## src/core/adc_ctrl_pkg.sv

```systemverilog
// Shared constants and types of the converter control block
package adc_ctrl_pkg;

	// ============================================================
	// Bus
	localparam int          ADDR_W      = 8;
	localparam int          DATA_W      = 32;
	localparam logic [7:0]  OFF_CTRL0   = 8'h00;
	localparam logic [7:0]  OFF_CTRL1   = 8'h04;
	localparam logic [7:0]  OFF_RESULT  = 8'h08;
	localparam logic [7:0]  OFF_STATUS  = 8'h0C;
	localparam logic [7:0]  OFF_MASK    = 8'h10;
	localparam logic [1:0]  RESP_OKAY   = 2'h0;
	localparam logic [1:0]  RESP_SLVERR = 2'h2;

	// ============================================================
	// Fields
	localparam int          C0_EN       = 0;
	localparam int          C0_GO       = 1;
	localparam int          C0_CHAN_LO  = 2;
	localparam int          CHAN_W      = 5;
	localparam int          NUM_SOURCES = 11;
	localparam int          C1_PREF     = 0;
	localparam int          C1_CSEL_LO  = 4;
	localparam int          CSEL_W      = 3;
	localparam int          C1_JUST     = 7;
	localparam int          ST_DONE     = 0;
	localparam logic [1:0]  CSEL_RC     = 2'h3;

	// ============================================================
	// Conversion
	localparam int          RES_W       = 10;
	localparam int          RES_PAD     = 6;
	localparam int          BIT_W       = 4;
	localparam int          HCNT_W      = 5;
	localparam int          DLY_W       = 3;
	localparam logic [9:0]  TRIAL_INIT  = 10'h200;
	localparam logic [4:0]  HALF_LAST   = 5'h16;
	localparam logic [4:0]  FIRST_DEC   = 5'h04;

	// ============================================================
	// Timing
	localparam int          CLK_PERIOD_NS  = 4;
	localparam int          INSTR_CYCLE_NS = 16;
	localparam int          INSTR_CYCLES   = (INSTR_CYCLE_NS + CLK_PERIOD_NS - 1) / CLK_PERIOD_NS;
	localparam logic [2:0]  DLY_LAST       = 3'(INSTR_CYCLES - 1);

	typedef enum logic [1:0] {ST_IDLE, ST_DELAY, ST_CONV} conv_state_e;

endpackage

```

## src/core/adc_conv_ctrl.sv

```systemverilog
// Successive-approximation converter control with AXI4-Lite registers
`timescale 1ns/10ps
module adc_conv_ctrl (
	// Clock and reset
	input  wire logic                               CLK,
	input  wire logic                               RST_B,
	// AXI4-Lite write address and data
	input  wire logic [adc_ctrl_pkg::ADDR_W-1:0]    AWADDR,
	input  wire logic                               AWVALID,
	output logic                                    AWREADY,
	input  wire logic [adc_ctrl_pkg::DATA_W-1:0]    WDATA,
	input  wire logic [3:0]                         WSTRB,
	input  wire logic                               WVALID,
	output logic                                    WREADY,
	// AXI4-Lite write response
	output logic [1:0]                              BRESP,
	output logic                                    BVALID,
	input  wire logic                               BREADY,
	// AXI4-Lite read
	input  wire logic [adc_ctrl_pkg::ADDR_W-1:0]    ARADDR,
	input  wire logic                               ARVALID,
	output logic                                    ARREADY,
	output logic [adc_ctrl_pkg::DATA_W-1:0]         RDATA,
	output logic [1:0]                              RRESP,
	output logic                                    RVALID,
	input  wire logic                               RREADY,
	// System state and analog side
	input  wire logic                               SLEEP,
	input  wire logic                               COMPARE,
	input  wire logic                               RC_OSC,
	output logic [adc_ctrl_pkg::CHAN_W-1:0]         CHANNEL_SEL,
	output logic                                    REF_EXT_SEL,
	output logic                                    SAMPLE_HOLD,
	output logic                                    CONV_POWER,
	output logic [adc_ctrl_pkg::RES_W-1:0]          DAC_TRIAL,
	// Interrupt and wake
	output logic                                    IRQ,
	output logic                                    WAKE
);
	import adc_ctrl_pkg::*;

	// ============================================================
	// Declarations
	conv_state_e         st_q;
	conv_state_e         st_d;
	logic                en_q;
	logic                go_q;
	logic                pref_q;
	logic                just_q;
	logic                flag_q;
	logic                flag_d;
	logic                irqen_q;
	logic                last_q;
	logic                soff_q;
	logic                soff_d;
	logic [CHAN_W-1:0]   chan_q;
	logic [CSEL_W-1:0]   csel_q;
	logic [RES_W-1:0]    sar_q;
	logic [RES_W-1:0]    res_q;
	logic [RES_W-1:0]    sar_upd;
	logic [RES_W-1:0]    sar_fill;
	logic [BIT_W-1:0]    bit_q;
	logic [HCNT_W-1:0]   hcnt_q;
	logic [DLY_W-1:0]    dly_q;
	logic                awready_q;
	logic                bvalid_q;
	logic [1:0]          bresp_q;
	logic                arready_q;
	logic                rvalid_q;
	logic [1:0]          rresp_q;
	logic [DATA_W-1:0]   rdata_q;
	logic                hold_q;
	logic                pwr_q;
	logic                irq_q;
	logic                wake_q;
	logic                cmp_s;
	logic                rc_s;
	logic                tick;

	// ============================================================
	// Input synchroniser and conversion clock
	sync2 #(.W(1)) u_sync (
		.clk   (CLK),
		.rst_b (RST_B),
		.d     (RC_OSC),
		.q     (rc_s)
	);
	// Comparator follows the trial register; sync flops would miss a Fosc/2 bit
	assign cmp_s = COMPARE;

	conv_clk_gen u_clk (
		.clk    (CLK),
		.rst_b  (RST_B),
		.run    (st_q == ST_CONV),
		.csel   (csel_q),
		.rc_lvl (rc_s),
		.tick_q (tick)
	);

	// ============================================================
	// Register decode
	wire aw_go   = AWVALID && WVALID && !awready_q && !bvalid_q;
	wire ar_go   = ARVALID && !arready_q && !rvalid_q;
	wire wr_fire = awready_q && WSTRB[0];
	wire wr_c0   = wr_fire && AWADDR == OFF_CTRL0;
	wire wr_c1   = wr_fire && AWADDR == OFF_CTRL1;
	wire wr_st   = wr_fire && AWADDR == OFF_STATUS;
	wire wr_mk   = wr_fire && AWADDR == OFF_MASK;
	wire w_hit   = AWADDR == OFF_CTRL0 || AWADDR == OFF_CTRL1 || AWADDR == OFF_RESULT
		|| AWADDR == OFF_STATUS || AWADDR == OFF_MASK;
	wire r_hit   = ARADDR == OFF_CTRL0 || ARADDR == OFF_CTRL1 || ARADDR == OFF_RESULT
		|| ARADDR == OFF_STATUS || ARADDR == OFF_MASK;
	wire w_en    = WDATA[C0_EN];
	wire w_go    = WDATA[C0_GO];

	// ============================================================
	// Conversion control terms
	wire rc_sel  = csel_q[1:0] == CSEL_RC;
	wire busy    = st_q != ST_IDLE;
	// start needs enable; enable must already be on
	wire start   = wr_c0 && w_go && w_en && en_q && !busy && !soff_q;
	// software clear of start stops the conversion
	wire sw_abort = busy && wr_c0 && !(w_go && w_en);
	// sleep on a divided clock aborts
	wire sl_abort = busy && SLEEP && !rc_sel;
	wire last_tk = st_q == ST_CONV && tick && hcnt_q == HALF_LAST;
	// one decision per bit period after the 1.5-period lead
	wire decide  = st_q == ST_CONV && tick && hcnt_q >= FIRST_DEC && !hcnt_q[0];
	wire done    = last_tk && !sw_abort && !sl_abort;
	wire stop    = sw_abort || sl_abort || done;

	// Per-bit trial update and partial-result fill
	for (genvar i = 0; i < RES_W; i++) begin : g_bit
		assign sar_upd[i]  = (BIT_W'(i) == bit_q) ? cmp_s
			: ((BIT_W'(i + 1) == bit_q) ? 1'b1 : sar_q[i]);
		// unconverted bits copy the last decision
		assign sar_fill[i] = (BIT_W'(i) > bit_q) ? sar_q[i] : last_q;
	end

	// ============================================================
	// State machine
	always_comb begin
		st_d = st_q;
		unique case (st_q)
			ST_IDLE: begin
				// RC clock adds one instruction cycle
				if (start) st_d = rc_sel ? ST_DELAY : ST_CONV;
			end
			ST_DELAY: begin
				if (dly_q == DLY_LAST) st_d = ST_CONV;
			end
			ST_CONV: begin
				if (last_tk) st_d = ST_IDLE;
			end
		endcase
		if (stop) st_d = ST_IDLE;
	end

	// completion sets flag; only software clears
	assign flag_d = done || (flag_q && !(wr_st && WDATA[ST_DONE]));
	// power down in sleep on a divided clock, or on the RC clock after completion without interrupt
	assign soff_d = SLEEP && (soff_q || !rc_sel || (done && !irqen_q));

	always_ff @(posedge CLK or negedge RST_B) begin
		if (!RST_B) begin
			st_q   <= ST_IDLE;
			dly_q  <= '0;
			hcnt_q <= '0;
		end else begin
			st_q   <= st_d;
			dly_q  <= (st_q == ST_DELAY) ? dly_q + 3'h1 : '0;
			hcnt_q <= (st_q != ST_CONV) ? '0 : (tick ? hcnt_q + 5'h01 : hcnt_q);
		end
	end

	// ============================================================
	// Successive approximation register
	always_ff @(posedge CLK or negedge RST_B) begin
		if (!RST_B) begin
			sar_q  <= '0;
			bit_q  <= '0;
			last_q <= 1'b0;
		end else if (start) begin
			sar_q  <= TRIAL_INIT;
			bit_q  <= BIT_W'(RES_W - 1);
			last_q <= 1'b0;
		end else if (decide) begin
			sar_q  <= sar_upd;
			bit_q  <= bit_q - 4'h1;
			last_q <= cmp_s;
		end
	end

	// Result latch
	always_ff @(posedge CLK or negedge RST_B) begin
		if (!RST_B) begin
			res_q <= '0;
		end else if (done) begin
			res_q <= sar_upd;
		end else if (sw_abort) begin
			res_q <= sar_fill;
		end
	end

	// ============================================================
	// Control registers
	always_ff @(posedge CLK or negedge RST_B) begin
		if (!RST_B) begin
			en_q    <= 1'b0;
			chan_q  <= '0;
			pref_q  <= 1'b0;
			csel_q  <= '0;
			just_q  <= 1'b0;
			irqen_q <= 1'b0;
		end else begin
			if (wr_c0) en_q <= w_en;
			// channel code for the input mux
			if (wr_c0) chan_q <= WDATA[C0_CHAN_LO +: CHAN_W];
			if (wr_c1) pref_q <= WDATA[C1_PREF];
			if (wr_c1) csel_q <= WDATA[C1_CSEL_LO +: CSEL_W];
			if (wr_c1) just_q <= WDATA[C1_JUST];
			if (wr_mk) irqen_q <= WDATA[ST_DONE];
		end
	end

	// Busy bit, flag, power and outputs
	always_ff @(posedge CLK or negedge RST_B) begin
		if (!RST_B) begin
			go_q   <= 1'b0;
			flag_q <= 1'b0;
			soff_q <= 1'b0;
			hold_q <= 1'b0;
			pwr_q  <= 1'b0;
			irq_q  <= 1'b0;
			wake_q <= 1'b0;
		end else begin
			go_q   <= start || (go_q && !stop);
			flag_q <= flag_d;
			soff_q <= soff_d;
			hold_q <= st_d == ST_CONV;
			// module off in sleep on a divided clock, or on the RC clock after completion without interrupt; enable bit kept
			pwr_q  <= en_q && !soff_q;
			irq_q  <= flag_q && irqen_q;
			wake_q <= SLEEP && flag_q && irqen_q;
		end
	end

	// ============================================================
	// Read data
	// justification of the result word
	wire [DATA_W-1:0] rv_res = just_q ? DATA_W'({res_q, {RES_PAD{1'b0}}})
		: DATA_W'(res_q);
	wire [DATA_W-1:0] rv_c0 = DATA_W'({chan_q, go_q, en_q});
	wire [DATA_W-1:0] rv_c1 = DATA_W'({just_q, csel_q, 3'h0, pref_q});
	wire [DATA_W-1:0] rv    = (ARADDR == OFF_CTRL0) ? rv_c0
		: (ARADDR == OFF_CTRL1) ? rv_c1
		: (ARADDR == OFF_RESULT) ? rv_res
		: (ARADDR == OFF_STATUS) ? DATA_W'(flag_q)
		: (ARADDR == OFF_MASK) ? DATA_W'(irqen_q) : '0;

	// ============================================================
	// AXI4-Lite handshakes
	always_ff @(posedge CLK or negedge RST_B) begin
		if (!RST_B) begin
			awready_q <= 1'b0;
			bvalid_q  <= 1'b0;
			bresp_q   <= RESP_OKAY;
			arready_q <= 1'b0;
			rvalid_q  <= 1'b0;
			rresp_q   <= RESP_OKAY;
			rdata_q   <= '0;
		end else begin
			awready_q <= aw_go;
			if (awready_q) begin
				bvalid_q <= 1'b1;
				bresp_q  <= w_hit ? RESP_OKAY : RESP_SLVERR;
			end else if (BREADY) begin
				bvalid_q <= 1'b0;
			end
			arready_q <= ar_go;
			if (arready_q) begin
				rvalid_q <= 1'b1;
				rdata_q  <= rv;
				rresp_q  <= r_hit ? RESP_OKAY : RESP_SLVERR;
			end else if (RREADY) begin
				rvalid_q <= 1'b0;
			end
		end
	end

	assign AWREADY     = awready_q;
	assign WREADY      = awready_q;
	assign BVALID      = bvalid_q;
	assign BRESP       = bresp_q;
	assign ARREADY     = arready_q;
	assign RVALID      = rvalid_q;
	assign RRESP       = rresp_q;
	assign RDATA       = rdata_q;
	assign CHANNEL_SEL = chan_q;
	assign REF_EXT_SEL = pref_q;
	assign SAMPLE_HOLD = hold_q;
	assign CONV_POWER  = pwr_q;
	assign DAC_TRIAL   = sar_q;
	assign IRQ         = irq_q;
	assign WAKE        = wake_q;
endmodule

```

## src/core/conv_clk_gen.sv

```systemverilog
// Half bit-period tick generator for the conversion clock
`timescale 1ns/10ps
module conv_clk_gen (
	// Clock and reset
	input  wire logic                           clk,
	input  wire logic                           rst_b,
	// Control
	input  wire logic                           run,
	input  wire logic [adc_ctrl_pkg::CSEL_W-1:0] csel,
	input  wire logic                           rc_lvl,
	// Tick
	output logic                                tick_q
);
	import adc_ctrl_pkg::*;

	logic [5:0] cnt_q;
	logic       rc_prev_q;
	logic [2:0] shamt;
	logic [5:0] half_m1;
	logic       rc_mode;
	logic       div_hit;
	logic       rc_edge;

	// ============================================================
	// Divider select
	// clock code decode
	assign rc_mode = csel[1:0] == CSEL_RC;
	assign shamt   = {csel[1:0], 1'b0} + {2'h0, csel[2]};
	assign half_m1 = 6'((7'h01 << shamt) - 7'h01);
	// divided ticks follow CLK, RC ticks do not
	assign div_hit = cnt_q == half_m1;
	assign rc_edge = rc_lvl ^ rc_prev_q;

	always_ff @(posedge clk or negedge rst_b) begin
		if (!rst_b) begin
			cnt_q     <= '0;
			rc_prev_q <= 1'b0;
			tick_q    <= 1'b0;
		end else begin
			cnt_q     <= (!run || div_hit) ? 6'h00 : cnt_q + 6'h01;
			rc_prev_q <= rc_lvl;
			tick_q    <= run && (rc_mode ? rc_edge : div_hit);
		end
	end
endmodule

```

## src/core/sync2.sv

```systemverilog
// Two-flop synchroniser for asynchronous inputs
`timescale 1ns/10ps
module sync2 #(
	parameter int W = 1
) (
	// Clock and reset
	input  wire logic         clk,
	input  wire logic         rst_b,
	// Data
	input  wire logic [W-1:0] d,
	output logic      [W-1:0] q
);
	logic [W-1:0] meta_q;

	always_ff @(posedge clk or negedge rst_b) begin
		if (!rst_b) begin
			meta_q <= '0;
			q      <= '0;
		end else begin
			meta_q <= d;
			q      <= meta_q;
		end
	end
endmodule

```

## config.mk

```make
export PLATFORM = sky130hd
export DESIGN_NAME = adc_conv_ctrl
export DESIGN_NICKNAME = d
export VERILOG_FILES = /design/src/core/adc_ctrl_pkg.sv /design/src/core/adc_conv_ctrl.sv /design/src/core/conv_clk_gen.sv /design/src/core/sync2.sv
export SDC_FILE = /design/constraint.sdc
export NUM_CORES = 1
export LEC_CHECK = 0
export BUFFER_PORTS_ARGS = -buffer_cell sky130_fd_sc_hd__buf_2
export CORE_ASPECT_RATIO = 0.75
export CORE_MARGIN = 5
export CORE_UTILIZATION = 53
export CTS_CLUSTER_DIAMETER = 40
export DETAILED_ROUTE_END_ITERATION = 10
export GPL_ROUTABILITY_DRIVEN = 0
export PLACE_DENSITY = 0.8
export SYNTH_ARGS = -nofsm -noshare
export SYNTH_HDL_FRONTEND = slang
export SYNTH_SLANG_ARGS = --single-unit
export TNS_END_PERCENT = 10
```

## constraint.sdc

```tcl
create_clock -name CLK -period 2.9 [get_ports CLK]
set_input_delay 0.145 -clock CLK [delete_from_list [all_inputs] [get_ports CLK]]
set_output_delay 0.145 -clock CLK [all_outputs]
set_load 0.01 [all_outputs]
```

==> summary.md <==
| Metric | Value |
|---|---|
| Final setup skew | 8.00 ps |
| Syn-to-layout area delta | 14.0% |
| CTS Hold Bufs | 2 |
| WL/cell | ~17 um |
| RSZ-0062 raised after global routing | no |
| Worst-margin pin slew | 1050 ps |
| Yosys warns | 0 |
| Violated checks | negative hold slack |
| Overflow after GRT | 0 |
| Mapped cell area | 4690 um^2 |
| First-pass DRT Iterations | 5 |
| Die area | 10900 um^2 |
| Ys flop type | dfrtp_1 |
| WP data arrival | 2520 ps |
| H-tree Lvls | 3 |
| Sequential share of the synthesized area | 45.9% |
| Post_cts resized | 0 |
| Worst-skew pair later-pin latency | roughly 340 ps |
| Final instance area | around 5300 um^2 |
| Setup Buffers After CTS | 0 |
| WP data required | between 3000 and 4000 ps |
| Max incr delay on CP | 410 ps |
| Setup tns final | 0 ps |
| Fmax | 0.436 GHz |
| Yosys reg bits | 86 |
| Synth area leader | dfrtp_1 |
| First-pass GRT wire length | 18300 um |
| Number of flops mapped to enable cells by yosys | 0 |
| Top cell type's share of synthesized area | 45.9% |
| Clk sinks | 86 |
| Fin Hold WS | -11.7 ps |
| Total GRT Usage | 20.8% |
| CTS tree | built |
| Fillers | 727 |
| Pre-CTS setup slack | 644 ps |
| Clock Tree Root | clkbuf_16 |
| CP Launch Type | flop |
| # rows | 29 |
| CTS clk-pin slew, worst paths | 70 ps |
| Max Root-Sink Buffers | 2 |
| Post-synth ARST share | 100% |
| Initial antenna violation count | 0 |
| Post-DP Area | 5040 um^2 |
| N_diodes | 0 |
| Crit-path cells | inv_1 -> ha_1 -> a21oi_1 -> nand4_2 -> and3_1 -> and2_1 -> a211o_1 |
| Die H | 91.5 um |
| Register Area | between 2000 and 2500 um^2 |
| # port buffers | 77 |
| Drt via density | 5.83 |
| Nets@finish | roughly 620 |
| Final Hold Viols | 9 |
| Final setup fails | 0 |
| Slowest CP cell | dfrtp_1 |
| Final Worst Setup Slack | approximately 610 ps |
| Area of the multi-input gates | 2270 um^2 |
| Crit path max-delay family | simple AND/OR/NAND/NOR gates |
| DR iter-0 viols | approximately 350 |
| Commonest non-fill, non-tap cell in the layout | dfrtp_1 |
| Post-DP HPWL | 8000 um |
| Max FO, Critical Path | 15 |
| Status | finished with violations |
| Routed Antenna Nets | 0 |
| Core ar. | 8560 um^2 |
| Most frequent cells in the layout | dfrtp_1, buf_2, nor2_1 |
| Max-cap violations | 0 |
| Tcrit/Tclk final | between 70% and 80% |
| WL final | 10900 um |
| Core Util, Final | 62.4% |
| Slew Limit Fails | 0 |
| Critical path buffers and inverters | 1 |
| DR DRC count | 0 |
| Via count | 3802 |
| Share of cells above drive strength 1 | 22.8% |
| Slew margin rel. | a little under a third |
| Total power draw | 2.74 mW |
| Minimum clock period | 2290 ps |
| Worst setup EP type | flop |
| Die X | 119 um |
| Area contributors post-synth | dfrtp_1, mux2i_1, nor2_1, ha_1, buf_4 |
| Leakage power | between 2 and 3 nW |
| Peak VDD IR | 0.371 mV |
| IO Pins | about 120 |
| Pwr dens | about 510 nW/um^2 |
| Number of library cell types mapped by synthesis | 66 |
| Vias in the first global route | 3556 |
| Kind of critical path | flop to flop |
| Initial Util | 54.8% |
| Cts bufs inserted | 9 |
| Mapped Cells | 469 |
| Avg Inst Size Synth | 10.0 um^2 |
| Hold crit path type | input port to asynchronous set/reset pin |
| Pin count of the biggest net entering global routing | 87 |
-- state kept, by name (all words and copies together) (netlist names), 2 cells and up --
name         count
dly_q            3
st_q             2
hcnt_q           5
DAC_TRIAL       10
csel_q           3
bit_q            4
res_q           10
RDATA           16
u_clk.cnt_q      6
CHANNEL_SEL      5
-- Yosys cell counts, types with 3 or more instances --
cell type	n
a221o_1	7
a21o_1	3
xnor2_1	7
or3_1	3
nor3_1	19
nor3b_1	3
clkbuf_1	10
ha_1	14
dfrtp_1	86
buf_4	20
inv_1	22
a21oi_1	22
o211ai_1	3
a22oi_1	7
buf_6	3
and3_1	3
and2_1	8
xor2_1	7
or2_2	4
mux2_2	12
nor2_1	47
o2bb2ai_1	13
a31oi_1	5
mux2i_1	20
nand4_1	4
nand3_1	7
nand2_1	30
o21ai_0	19
nor2b_1	12
-- power breakdown --
part	leakage [nW]	internal [mW]	switching, mW
combinational	1.24	0.126	0.218
clock	0.137	0.613	0.488
sequential	1.15	1.24	0.0562
total	2.52	1.98	0.762
-- final timing paths --
kind / from / end / slack [ps] / cells past startpoint
max in group asynchronous: RST_B / u_sync.meta_q$_DFF_PN0_ / 2250 / 1
setup / recovery: st_q[1]$_DFF_PN0_ / res_q[4]$_DFFE_PN0P_ / 610 / 7
hold reg to reg: u_sync.meta_q$_DFF_PN0_ / u_sync.q$_DFF_PN0_ / 360 / 0
setup reg to reg: st_q[1]$_DFF_PN0_ / res_q[4]$_DFFE_PN0P_ / 610 / 7
min in group CLK: WVALID / AWREADY$_DFF_PN0_ / 30 / 3
hold / removal: RST_B / ARREADY$_DFF_PN0_ / -10 / 1
-- area by class of cell --
type                       instances  area share (%)
clock buffer                      11            4.54
clock inverter                     5           0.796
inverter                          25            1.75
multi-input combinational        337            42.4
sequential                        86            40.2
tap                              108            2.53
timing repair buffer              80            7.77
-- layer usage --
metal / track usage, % / share of wire (%) / up-vias / routed length, um
met1: 30.3 / 47 / 1833 / 5160
met3: 6.71 / 9.1 / 20 / 991
li1: - / - / 1771 / -
met5: 0 / 0 / - / 0
met4: 5.50 / 1.3 / 0 / 140
met2: 30.1 / 43 / 178 / 4650
-- kinds of logic after synthesis --
kind of cell               share of synthesized area, %
and+or+nand+nor                                    18.2
AOI/OAI and AO/OA                                  15.2
DFF                                                45.9
buffers and inverters                              7.20
muxes                                              7.15
adders and majority gates                          3.73
xor gates and xnor gates                           2.61
other                                            0.0799
-- worst register-to-register path: cells and delay by family (launching register included) --
family | cells | cell delay (ps)
AO/OA/AOI/OAI | 2 | 490
adder cells (fa/ha/maj) | 1 | 230
buffers and inverters | 1 | 90
flip-flops | 1 | 410
AND/OR/NAND/NOR | 3 | 970
-- through the flow --
step	hold WS (ps)	instances
floorplan	-151	486
global placement	253	634
detailed placement	255	634
CTS	21.5	652
global route	36.0	652
finish	-11.7	652
(Power assumes the default switching activity.)
